`src/shared/ads_consts.svh`:
```
// Register map, field positions, reset values and timing counts of the sample/convert sequencer
// How it works
// - Software setting sample_active_bit with auto sampling off starts sampling.
// - Trigger source 000: software clearing sample_active_bit ends sampling, starts conversion.
// - Manual mode: after conversion, no sampling until software sets sample_active_bit.
// - Auto sample enable: hardware sets sample_active_bit and resamples after each conversion.
// - Auto sampling continues on the next selected input channel.
// - Falling sample_active_bit at end of sampling clears the done bit.
// - sample_active_bit 0 with done 1 means idle.
// - Clearing auto sample enable finishes the current sequence, then stops resampling.
// - Trigger source select field, control register one bits 7:5, picks end-of-sample event; only 000 and 111 are built, other values make a clear abort sampling.
// - Trigger source 111: count sample_time_count conversion clocks, then convert.
// - Trigger 111 plus auto sample enable repeats sample/convert without software.
// - Conversion clock from RC oscillator or instruction clock divided by 8-bit divider.
// - Each conversion takes exactly twelve conversion clock periods.
// - Done bit is bit 0 of control register one.
// - Clearing module_on_bit mid-conversion aborts it; result buffer keeps old value.
`ifndef ADS_CONSTS_SVH
`define ADS_CONSTS_SVH

`define ADS_OFF_CTRL1 8'h00
`define ADS_OFF_CTRL3 8'h04
`define ADS_OFF_CHAN 8'h08
`define ADS_OFF_RESULT 8'h0c
`define ADS_OFF_STATUS 8'h10
`define ADS_OFF_CLEAR 8'h14
`define ADS_OFF_ENABLE 8'h18
`define ADS_BUF_SEL 2'h1

`define ADS_BIT_ON 15
`define ADS_TRIG_HI 7
`define ADS_TRIG_LO 5
`define ADS_BIT_AUTO 2
`define ADS_BIT_SACT 1
`define ADS_BIT_DONE 0
`define ADS_SMPT_HI 12
`define ADS_SMPT_LO 8
`define ADS_BIT_RCSEL 15
`define ADS_DIV_HI 7
`define ADS_DIV_LO 0
`define ADS_CH_BASE_HI 3
`define ADS_CH_BASE_LO 0
`define ADS_BIT_SCAN 8
`define ADS_CH_LAST_HI 15
`define ADS_CH_LAST_LO 12

`define ADS_EV_DONE 0
`define ADS_EV_SAMPLE 1
`define ADS_EV_ABORT 2
`define ADS_EV_W 3

`define ADS_TRIG_MANUAL 3'h0
`define ADS_TRIG_CLOCKED 3'h7
`define ADS_RST_DIV 8'h00
`define ADS_RST_SMPT 5'h01
`define ADS_CONV_TADS 4'hc
`define ADS_SAR_STEPS 4'ha

`endif

```
`src/shared/ads_pkg.sv`:
```
// Types shared by the sample/convert sequencer modules
`default_nettype none
package ads_pkg;
  typedef enum logic [1:0] {ADS_IDLE, ADS_SAMPLE, ADS_CONVERT} ads_state_e;
  typedef logic [9:0] ads_result_t;

  // Next channel in the scan range, wrapping back to the base
  function automatic logic [3:0] ads_next_chan(input logic [3:0] cur, input logic [3:0] base,
                                               input logic [3:0] last, input logic scan);
    if (!scan || cur == last) begin
      return base;
    end
    return 4'(cur + 4'h1);
  endfunction : ads_next_chan
endpackage : ads_pkg
`default_nettype wire

```
`src/shared/ads_mem_if.sv`:
```
// Write and read port bundle between the sequencer and its result buffer
`timescale 1ns/1ps
`default_nettype none
interface ads_mem_if #(parameter int AW = 4, parameter int DW = 10) ();
  logic wr_en;
  logic [AW-1:0] wr_addr;
  logic [DW-1:0] wr_data;
  logic [AW-1:0] rd_addr;
  logic [DW-1:0] rd_data;
  modport mem (input wr_en, input wr_addr, input wr_data, input rd_addr, output rd_data);
  modport user (output wr_en, output wr_addr, output wr_data, output rd_addr, input rd_data);
endinterface : ads_mem_if
`default_nettype wire

```
`src/rtl/ads_result_mem.sv`:
```
// Result buffer with registered read data
`timescale 1ns/1ps
`default_nettype none
module ads_result_mem #(
  parameter int AW = 4,
  parameter int DW = 10
) (
  input wire logic clk,  // System clock
  ads_mem_if.mem port    // Write and read port
);
  logic [DW-1:0] mem [0:(1<<AW)-1];

  // Only whole conversions arrive here, so an aborted one never lands
  always_ff @(posedge clk) begin
    if (port.wr_en) begin
      mem[port.wr_addr] <= port.wr_data;
    end
  end

  always_ff @(posedge clk) begin
    port.rd_data <= mem[port.rd_addr];
  end
endmodule : ads_result_mem
`default_nettype wire

```
`src/rtl/ads_tad_gen.sv`:
```
// Conversion clock tick generator
`timescale 1ns/1ps
`default_nettype none
module ads_tad_gen #(
  parameter int DIV_W = 8
) (
  input wire logic clk,              // System clock
  input wire logic sys_rst,          // Async reset, active high
  input wire logic run,              // Module on
  input wire logic rc_sel,           // Use RC oscillator ticks
  input wire logic rc_tick,          // RC oscillator tick, one cycle
  input wire logic [DIV_W-1:0] div,  // Period is div+1 clocks
  output logic tad_tick              // One-cycle tick per conversion clock
);
  logic [DIV_W-1:0] cnt;

  always_ff @(posedge clk or posedge sys_rst) begin
    if (sys_rst) begin
      cnt <= '0;
      tad_tick <= 1'b0;
    end else if (!run) begin
      cnt <= '0;
      tad_tick <= 1'b0;
    end else if (rc_sel) begin
      cnt <= '0;
      tad_tick <= rc_tick;
    end else if (cnt >= div) begin
      cnt <= '0;
      tad_tick <= 1'b1;
    end else begin
      cnt <= DIV_W'(cnt + 1'b1);
      tad_tick <= 1'b0;
    end
  end
endmodule : ads_tad_gen
`default_nettype wire

```
`src/rtl/ads_seq_top.sv`:
```
// Sample/convert sequencer of a 10-bit SAR converter with APB registers
`timescale 1ns/1ps
`default_nettype none
`include "ads_consts.svh"
module ads_seq_top #(
  parameter int DIV_W = 8,
  parameter int CH_W = 4
) (
  input wire logic clk,                      // 20 MHz instruction clock
  input wire logic sys_rst,                  // Async reset, active high
  input wire logic psel,                     // APB select
  input wire logic penable,                  // APB enable
  input wire logic pwrite,                   // APB write
  input wire logic [7:0] paddr,              // APB byte address
  input wire logic [31:0] pwdata,            // APB write data
  output logic [31:0] prdata,                // APB read data
  output logic pready,                       // APB ready
  output logic pslverr,                      // APB error
  input wire logic rc_tick,                  // Internal RC oscillator tick
  input wire logic comp_in,                  // Comparator: input above DAC
  output logic sample_en,                    // Sample switch closed
  output logic [CH_W-1:0] chan_sel,          // Selected input channel
  output ads_pkg::ads_result_t dac_code,     // SAR trial code
  output logic irq                           // Interrupt, level
);
  import ads_pkg::*;

  // Configuration
  logic module_on;
  logic [2:0] trig_src;
  logic auto_sample_enable;
  logic [4:0] sample_time_count;
  logic rc_sel;
  logic [DIV_W-1:0] conversion_clock_divider;
  logic [CH_W-1:0] chan_base;
  logic [CH_W-1:0] chan_last;
  logic scan_en;
  logic [`ADS_EV_W-1:0] int_enable;
  logic [`ADS_EV_W-1:0] int_status;

  // Sequencer state
  ads_state_e state;
  ads_state_e prev_state;
  logic sample_active_bit;
  logic done_bit;
  logic [4:0] smp_cnt;
  logic [3:0] conv_cnt;
  logic [CH_W-1:0] cur_chan;
  ads_result_t sar_mask;
  ads_result_t last_result;

  // Bus decode
  logic apb_acc;
  logic apb_wr;
  logic ctrl1_wr;
  logic sw_start;
  logic sw_stop;
  logic mapped;
  logic [31:0] rd_value;

  // Sequencer decisions
  logic tad_tick;
  logic [4:0] smp_target;
  logic end_sample;
  logic abort_sample;
  logic conv_finish;
  logic [`ADS_EV_W-1:0] events;

  ads_mem_if #(.AW(CH_W), .DW(10)) mem_bus ();

  ads_result_mem #(.AW(CH_W), .DW(10)) i_ads_result_mem (
    .clk(clk),
    .port(mem_bus.mem)
  );

  ads_tad_gen #(.DIV_W(DIV_W)) i_ads_tad_gen (
    .clk(clk),
    .sys_rst(sys_rst),
    .run(module_on),
    .rc_sel(rc_sel),
    .rc_tick(rc_tick),
    .div(conversion_clock_divider),
    .tad_tick(tad_tick)
  );

  // Writes take effect on the edge where pready is seen high
  assign apb_acc = psel && penable;
  assign apb_wr = apb_acc && pready && pwrite;
  assign ctrl1_wr = apb_wr && (paddr == `ADS_OFF_CTRL1);
  // Start and stop requests count only while the module is on
  assign sw_start = ctrl1_wr && module_on && pwdata[`ADS_BIT_SACT];
  assign sw_stop = ctrl1_wr && module_on && !pwdata[`ADS_BIT_SACT];

  // A zero count would wrap and sample for 32 periods, so it acts as one period
  assign smp_target = (sample_time_count == 5'h00) ? 5'h01 : sample_time_count;

  always_comb begin
    end_sample = 1'b0;
    abort_sample = 1'b0;
    if (state == ADS_SAMPLE && module_on) begin
      if (trig_src == `ADS_TRIG_CLOCKED) begin
        end_sample = tad_tick && (smp_cnt == 5'(smp_target - 5'h01));
        abort_sample = sw_stop && !end_sample;
      end else if (trig_src == `ADS_TRIG_MANUAL) begin
        end_sample = sw_stop;
      end else begin
        // Other trigger sources are not built here; a clear only aborts
        abort_sample = sw_stop;
      end
    end
  end

  assign conv_finish = module_on && (state == ADS_CONVERT) && tad_tick &&
                       (conv_cnt == 4'(`ADS_CONV_TADS - 4'h1));

  // Configuration registers; trigger source is taken as written
  always_ff @(posedge clk or posedge sys_rst) begin
    if (sys_rst) begin
      module_on <= 1'b0;
      trig_src <= `ADS_TRIG_MANUAL;
      auto_sample_enable <= 1'b0;
      sample_time_count <= `ADS_RST_SMPT;
      rc_sel <= 1'b0;
      conversion_clock_divider <= DIV_W'(`ADS_RST_DIV);
      chan_base <= '0;
      chan_last <= '0;
      scan_en <= 1'b0;
      int_enable <= '0;
    end else if (apb_wr) begin
      case (paddr)
        `ADS_OFF_CTRL1: begin
          module_on <= pwdata[`ADS_BIT_ON];
          trig_src <= pwdata[`ADS_TRIG_HI:`ADS_TRIG_LO];
          auto_sample_enable <= pwdata[`ADS_BIT_AUTO];
        end
        `ADS_OFF_CTRL3: begin
          sample_time_count <= pwdata[`ADS_SMPT_HI:`ADS_SMPT_LO];
          rc_sel <= pwdata[`ADS_BIT_RCSEL];
          conversion_clock_divider <= pwdata[`ADS_DIV_LO+DIV_W-1:`ADS_DIV_LO];
        end
        `ADS_OFF_CHAN: begin
          chan_base <= pwdata[`ADS_CH_BASE_LO+CH_W-1:`ADS_CH_BASE_LO];
          chan_last <= pwdata[`ADS_CH_LAST_LO+CH_W-1:`ADS_CH_LAST_LO];
          scan_en <= pwdata[`ADS_BIT_SCAN];
        end
        `ADS_OFF_ENABLE: begin
          int_enable <= pwdata[`ADS_EV_W-1:0];
        end
        default: begin
        end
      endcase
    end
  end

  // Sample/convert sequencer
  always_ff @(posedge clk or posedge sys_rst) begin
    if (sys_rst) begin
      state <= ADS_IDLE;
      sample_active_bit <= 1'b0;
      done_bit <= 1'b1;
      smp_cnt <= '0;
      conv_cnt <= '0;
      cur_chan <= '0;
    end else if (!module_on) begin
      // Abort anything in flight and rest in the idle pattern
      state <= ADS_IDLE;
      sample_active_bit <= 1'b0;
      done_bit <= 1'b1;
      smp_cnt <= '0;
      conv_cnt <= '0;
      cur_chan <= chan_base;
    end else begin
      if (ctrl1_wr) begin
        sample_active_bit <= pwdata[`ADS_BIT_SACT];
      end
      case (state)
        ADS_IDLE: begin
          // Stays here after a manual conversion until a new start
          if (sw_start || sample_active_bit || auto_sample_enable) begin
            state <= ADS_SAMPLE;
            sample_active_bit <= 1'b1;
            smp_cnt <= '0;
            cur_chan <= chan_base;
          end
        end
        ADS_SAMPLE: begin
          if (end_sample) begin
            state <= ADS_CONVERT;
            sample_active_bit <= 1'b0;
            done_bit <= 1'b0;
            conv_cnt <= '0;
          end else if (abort_sample) begin
            state <= ADS_IDLE;
          end else if (tad_tick) begin
            smp_cnt <= 5'(smp_cnt + 5'h01);
          end
        end
        ADS_CONVERT: begin
          if (conv_finish) begin
            done_bit <= 1'b1;
            conv_cnt <= '0;
            // Enable is read at the end, so clearing it lets this one finish
            if (auto_sample_enable) begin
              state <= ADS_SAMPLE;
              sample_active_bit <= 1'b1;
              smp_cnt <= '0;
              cur_chan <= ads_next_chan(cur_chan, chan_base, chan_last, scan_en);
            end else begin
              state <= ADS_IDLE;
            end
          end else if (tad_tick) begin
            conv_cnt <= 4'(conv_cnt + 4'h1);
          end
        end
        default: begin
          state <= ADS_IDLE;
        end
      endcase
    end
  end

  // Successive approximation, one bit per conversion clock
  always_ff @(posedge clk or posedge sys_rst) begin
    if (sys_rst) begin
      dac_code <= '0;
      sar_mask <= '0;
    end else if (end_sample) begin
      dac_code <= 10'h200;
      sar_mask <= 10'h200;
    end else if (module_on && state == ADS_CONVERT && tad_tick &&
                 conv_cnt < `ADS_SAR_STEPS) begin
      dac_code <= (comp_in ? dac_code : (dac_code & ~sar_mask)) | (sar_mask >> 1);
      sar_mask <= sar_mask >> 1;
    end
  end

  // Result lands in the buffer slot of its channel on the finishing edge
  assign mem_bus.wr_en = conv_finish;
  assign mem_bus.wr_addr = cur_chan;
  assign mem_bus.wr_data = dac_code;
  assign mem_bus.rd_addr = paddr[CH_W+1:2];

  always_ff @(posedge clk or posedge sys_rst) begin
    if (sys_rst) begin
      last_result <= '0;
    end else if (conv_finish) begin
      last_result <= dac_code;
    end
  end

  // Pin outputs follow the state one cycle later
  always_ff @(posedge clk or posedge sys_rst) begin
    if (sys_rst) begin
      sample_en <= 1'b0;
      chan_sel <= '0;
      prev_state <= ADS_IDLE;
    end else begin
      sample_en <= (state == ADS_SAMPLE);
      chan_sel <= cur_chan;
      prev_state <= state;
    end
  end

  // Events: completion, start of sampling, abort by switching off
  always_comb begin
    events = '0;
    events[`ADS_EV_DONE] = conv_finish;
    events[`ADS_EV_SAMPLE] = (state == ADS_SAMPLE) && (prev_state != ADS_SAMPLE);
    events[`ADS_EV_ABORT] = ctrl1_wr && module_on && !pwdata[`ADS_BIT_ON] &&
                            (state != ADS_IDLE);
  end

  // Set wins over a clear written in the same cycle
  always_ff @(posedge clk or posedge sys_rst) begin
    if (sys_rst) begin
      int_status <= '0;
    end else if (apb_wr && paddr == `ADS_OFF_CLEAR) begin
      int_status <= (int_status & ~pwdata[`ADS_EV_W-1:0]) | events;
    end else begin
      int_status <= int_status | events;
    end
  end

  always_ff @(posedge clk or posedge sys_rst) begin
    if (sys_rst) begin
      irq <= 1'b0;
    end else begin
      irq <= |(int_status & int_enable);
    end
  end

  // Read mux; buffer data arrive one cycle after the address
  always_comb begin
    rd_value = '0;
    mapped = 1'b1;
    if (paddr[7:6] == `ADS_BUF_SEL && paddr[1:0] == 2'h0) begin
      rd_value[9:0] = mem_bus.rd_data;
    end else begin
      case (paddr)
        `ADS_OFF_CTRL1: begin
          rd_value[`ADS_BIT_ON] = module_on;
          rd_value[`ADS_TRIG_HI:`ADS_TRIG_LO] = trig_src;
          rd_value[`ADS_BIT_AUTO] = auto_sample_enable;
          rd_value[`ADS_BIT_SACT] = sample_active_bit;
          rd_value[`ADS_BIT_DONE] = done_bit;
        end
        `ADS_OFF_CTRL3: begin
          rd_value[`ADS_SMPT_HI:`ADS_SMPT_LO] = sample_time_count;
          rd_value[`ADS_BIT_RCSEL] = rc_sel;
          rd_value[`ADS_DIV_LO+DIV_W-1:`ADS_DIV_LO] = conversion_clock_divider;
        end
        `ADS_OFF_CHAN: begin
          rd_value[`ADS_CH_BASE_LO+CH_W-1:`ADS_CH_BASE_LO] = chan_base;
          rd_value[`ADS_CH_LAST_LO+CH_W-1:`ADS_CH_LAST_LO] = chan_last;
          rd_value[`ADS_BIT_SCAN] = scan_en;
        end
        `ADS_OFF_RESULT: rd_value[9:0] = last_result;
        `ADS_OFF_STATUS: rd_value[`ADS_EV_W-1:0] = int_status;
        `ADS_OFF_CLEAR: rd_value = '0;
        `ADS_OFF_ENABLE: rd_value[`ADS_EV_W-1:0] = int_enable;
        default: mapped = 1'b0;
      endcase
    end
  end

  // One wait state on every access keeps buffer reads and register reads alike
  always_ff @(posedge clk or posedge sys_rst) begin
    if (sys_rst) begin
      pready <= 1'b0;
      prdata <= '0;
      pslverr <= 1'b0;
    end else if (apb_acc && !pready) begin
      pready <= 1'b1;
      prdata <= pwrite ? 32'h0000_0000 : rd_value;
      pslverr <= !mapped;
    end else begin
      pready <= 1'b0;
      pslverr <= 1'b0;
    end
  end
endmodule : ads_seq_top
`default_nettype wire

```
`config.mk`:
```
export PLATFORM = sky130hd
export DESIGN_NAME = ads_seq_top
export DESIGN_NICKNAME = d
export VERILOG_FILES = /design/src/shared/ads_pkg.sv /design/src/shared/ads_mem_if.sv /design/src/rtl/ads_result_mem.sv /design/src/rtl/ads_tad_gen.sv /design/src/rtl/ads_seq_top.sv
export VERILOG_INCLUDE_DIRS = /design/src /design/src/shared
export SDC_FILE = /design/constraint.sdc
export NUM_CORES = 1
export LEC_CHECK = 0
export BUFFER_PORTS_ARGS = -buffer_cell sky130_fd_sc_hd__buf_2
export CAP_MARGIN = 20
export CORE_MARGIN = 4
export CORE_UTILIZATION = 47
export CTS_BUF_LIST = sky130_fd_sc_hd__clkbuf_4 sky130_fd_sc_hd__clkbuf_8
export DETAILED_ROUTE_END_ITERATION = 16
export PLACE_DENSITY_LB_ADDON = 0.15
export SETUP_SLACK_MARGIN = 0.5
export SKIP_LAST_GASP = 1
export SYNTH_ARGS = -nofsm -noshare
export SYNTH_HDL_FRONTEND = slang
export SYNTH_HIERARCHICAL = 1
export SYNTH_SLANG_ARGS = --single-unit
```
`constraint.sdc`:
```
create_clock -name clk -period 7.05 [get_ports clk]
set_input_delay 0.3525 -clock clk [delete_from_list [all_inputs] [get_ports clk]]
set_output_delay 0.3525 -clock clk [all_outputs]
set_load 0.02 [all_outputs]
```
==> flow_metrics.py <==
metrics = {
    "power_and_ir_drop": {
        "pwr-share-seq": 0.520,
        "p_int_mw": 2.687,
        "power_density_nw_per_um2": 242.7,
        "power_leakage_nw": 5.320,
        "ir_drop_mv": 0.1491,
        "pwr-share-clk": 0.451,
        "comb_power_share": 0.030,
        "switchingPower_mw": 0.7119,
        "p_sw_frac": 0.2095,
    },
    "routing": {
        "viasPerCell": 5.656,
        "drt_pass1_iterations": 5,
        "ant_nets": 0,
        "drc": 0,
        "drt_iter0_drc": 777,
        "vias": 7483,
        "post_drt_wl_per_cell_um": 21.53,
        "wirelength_um": 28490,
    },
    "floorplanning": {
        "die_area_um2": 28810,
        "die_height_um": 169.7,
        "start_util": 0.4827,
        "die_w_um": 169.7,
        "design.core.area_um2": 25470,
        "io_pins": 97,
        "rows": 58,
    },
    "job": {
        "cap_viol_max_count": 0,
    },
    "cts": {
        "root_buffer": "clkbuf_8",
        "clockBufferDepth": 3,
        "cts_tree": "done",
        "path_clk_slew_ns": 0.06,
        "clock_sinks": 286,
        "cts_buffers": 48,
        "htree_levels": 2,
        "clock_latency_ns": 0.56,
        "post_cts_resized": 0,
    },
    "logic_synthesis": {
        "syn_avg_cell_area_um2": 14.40,
        "synth-seq-area-share": 0.6434,
        "ys.flop_type": "edfxtp_1",
        "netlist_instances": 854,
        "syn-cell-area_um2": 12290,
        "synthTopCellsByArea": "edfxtp_1, dfrtp_1, mux4_2",
        "synth.distinct_cells": 75,
        "ys_ff_latch": 286,
        "synth.largest_area_cell": "edfxtp_1",
        "ys_async_sr_fraction": 0.4056,
        "synth_top_area_share": 0.3908,
        "synth_edf_count": 160,
        "yosysWarnings": 6,
    },
    "sta": {
        "final-setup-viol-count": 0,
        "finalCriticalPeriod_ns": 3.297,
        "fmax_mhz": 303.3,
        "finalHoldViolations": 0,
        "slew_headroom": 0.2725,
        "final.period_utilization": 0.4676,
        "rsz0062_at_grt": "no",
        "final_max_slew_viol_count": 0,
        "fin_setup_tns_ns": 0,
        "worst_pin_slew_ns": 1.087,
        "fin_skew_ns": 0.03389,
    },
    "global_route": {
        "grt_start_max_net_pins": 58,
        "grt_antenna_before_repair": 0,
        "grt_util_all_layers": 0.1994,
        "use_met2": 0.3069,
        "grt_first_pass_wirelength_um": 44150,
        "grt-ovfl-total": 0,
        "grt_pass1_vias": 7556,
        "met3_usage": 0.03541,
        "grtUsageMet1": 0.2967,
        "busiest_layer": "met2",
    },
    "status": {
        "status": "finished clean",
    },
    "critical_path": {
        "cp.arrival_ns": 3.79,
        "critical_path.max_stage_delay_ns": 0.79,
        "required_ns": 7.54,
        "path_max_fanout": 22,
        "regToRegEndpoint": "state[1]$_DFFE_PP0P_",
        "cp_slowest_cell": "a21oi_2",
        "crit_start": "sample_time_count[4]$_DFFE_PP0P_",
        "rr_startpoint": "sample_time_count[4]$_DFFE_PP0P_",
        "setup.worst_path.class": "reg -> reg",
        "critPathBufInv": 0,
        "setup.worst_path.end": "state[1]$_DFFE_PP0P_",
        "cp_num_cells": 9,
        "path_delay_family": "compound AO/OA/AOI/OAI gates",
        "path_cells": "nor4_1 > nor2_1 > ha_1 > xor2_1 > o211ai_1 > a21oi_1 > or2_2 > a21oi_2 > mux2_2",
        "r2r_cells": 9,
        "crit_path_start_kind": "flip-flop",
        "critPathCaptureType": "flip-flop",
        "reg2reg_slack_ns": 3.75,
    },
    "final_layout": {
        "area_growth_pct": 13.93,
        "drive_gt1_frac": 0.2578,
        "num_antenna_cells": 0,
        "nets": 1021,
        "final_cells": 1323,
    },
    "placement": {
        "globalplace.congestion": 0.8576,
        "dp_hpwl_um": 18390,
        "placed_cells": 1226,
        "place.port_buffers": 64,
    },
    "hold_path": {
        "hold_path.class": "in -> reg",
        "hp-start": "pwdata[11]",
    },
}
==> cells by family after synthesis <==
logic type / synth area share
AND/OR/NAND/NOR: 0.09343
other: 0.0003050
buffers and inverters: 0.03277
AO/OA/AOI/OAI: 0.08091
XOR/XNOR: 0.009974
adder cells (fa/ha/maj): 0.01730
flip-flops: 0.6434
multiplexers: 0.1219
==> repair_timing <==
item / CTS / global route
setup endpoints to repair: 0 / 0
endpoints found under the hold margin: 63 / 0
setup buffers: 0 / 0
hold buffers: 5 / 0
==> state kept, by name, indices dropped and copies added, names as in the netlist, 2 cells and up <==
| signal | cells |
|---|---|
| sar_mask | 10 |
| cur_chan | 4 |
| smp_cnt | 5 |
| last_result | 10 |
| conv_cnt | 4 |
| int_status | 3 |
| i_ads_result_mem/mem | 160 |
| conversion_clock_divider | 8 |
| chan_base | 4 |
| chan_sel | 4 |
| state | 2 |
| i_ads_result_mem/port.rd_data | 10 |
| trig_src | 3 |
| i_ads_tad_gen/cnt | 8 |
| dac_code | 10 |
| sample_time_count | 5 |
| prev_state | 2 |
| int_enable | 3 |
| prdata | 16 |
| chan_last | 4 |
==> final cells by class <==
type                    instances  area, µm²
well taps                     330      412.9
clock buffers                  78      960.9
inverters                      28      107.6
flip-flops and latches        286       7910
multi-input cells             508       4044
repair buffers                 85      501.7
fillers                      2074      11460
clock inverters                 8      70.07
==> per-stage QoR <==
step                setup slack [ns]  hold WS, ns  power (mW)  utilization  area, µm²
floorplan                      3.860       0.1804       1.868            -      12350
global placement               3.777       0.3630       1.899       0.5053      12870
detailed placement             3.781       0.3725       1.899       0.5053      12870
CTS                            3.727    0.0004250       3.441       0.5477      13950
global route                   3.461      0.02241       3.531       0.5499      14010
finish                         3.753      0.02907       3.399       0.5499      14010
==> routing by layer <==
layer  vias to the layer above  routed length, µm
met1                      3808              13140
met4                         0                469
li1                       3431                  -
met3                        37               1657
met2                       207              13220
met5                         -                  0
==> power groups by stage <==
stage	Clock, mW	Combinational (mW)	Sequential, mW
after global placement	0	0.100	1.80
after floorplan	0	0.0684	1.80
after CTS	1.57	0.102	1.77
final	1.53	0.101	1.77
after global routing	1.66	0.110	1.77
after detailed placement	0	0.100	1.80
==> worst min-delay path by stage <==
stage                                  endpoint  slack [ns]  cells past startpoint
2_1_floorplan    i_ads_tad_gen/cnt[0]$_DFF_PP0_        0.18                      1
3_3_place_gp     i_ads_tad_gen/cnt[7]$_DFF_PP0_        0.36                      2
3_5_place_dp     i_ads_tad_gen/cnt[7]$_DFF_PP0_        0.37                      2
4_1_cts        sample_time_count[3]$_DFFE_PP0P_      0.0004                      2
5_1_grt        sample_time_count[3]$_DFFE_PP0P_        0.02                      2
6_report       sample_time_count[3]$_DFFE_PP0P_        0.03                      2
==> worst register-to-register path, stage by stage (launching register included) <==
cell      delay [ns]
dfrtp_1         0.44
nor4_1          0.52
nor2_1          0.09
ha_1            0.27
xor2_1          0.16
o211ai_1        0.17
a21oi_1         0.15
or2_2           0.33
a21oi_2         0.79
mux2_2          0.30
==> synth_stat cells, types with 8 or more instances <==
master,count
a21boi_0,11
a21o_1,8
a21oi_1,33
a22oi_1,21
and3_1,8
buf_4,19
clkbuf_1,13
dfrtp_1,114
dfxtp_1,10
edfxtp_1,160
ha_1,17
inv_1,28
mux2_2,42
mux2i_1,8
mux4_1,12
mux4_2,28
nand2_1,80
nand3_1,22
nor2_1,49
nor3_1,15
o21ai_0,26
xnor2_1,9
==> cells in the final DEF (no fill, tap or decap), types with 26 or more instances in the layout <==
master / instances
mux2_2: 42
inv_1: 27
nor2_1: 49
a21oi_1: 33
clkbuf_8: 60
o21ai_0: 26
nand2_1: 80
edfxtp_1: 160
mux4_2: 28
dfrtp_1: 114
buf_2: 64
No activity file was read; power rests on OpenSTA's default activity.
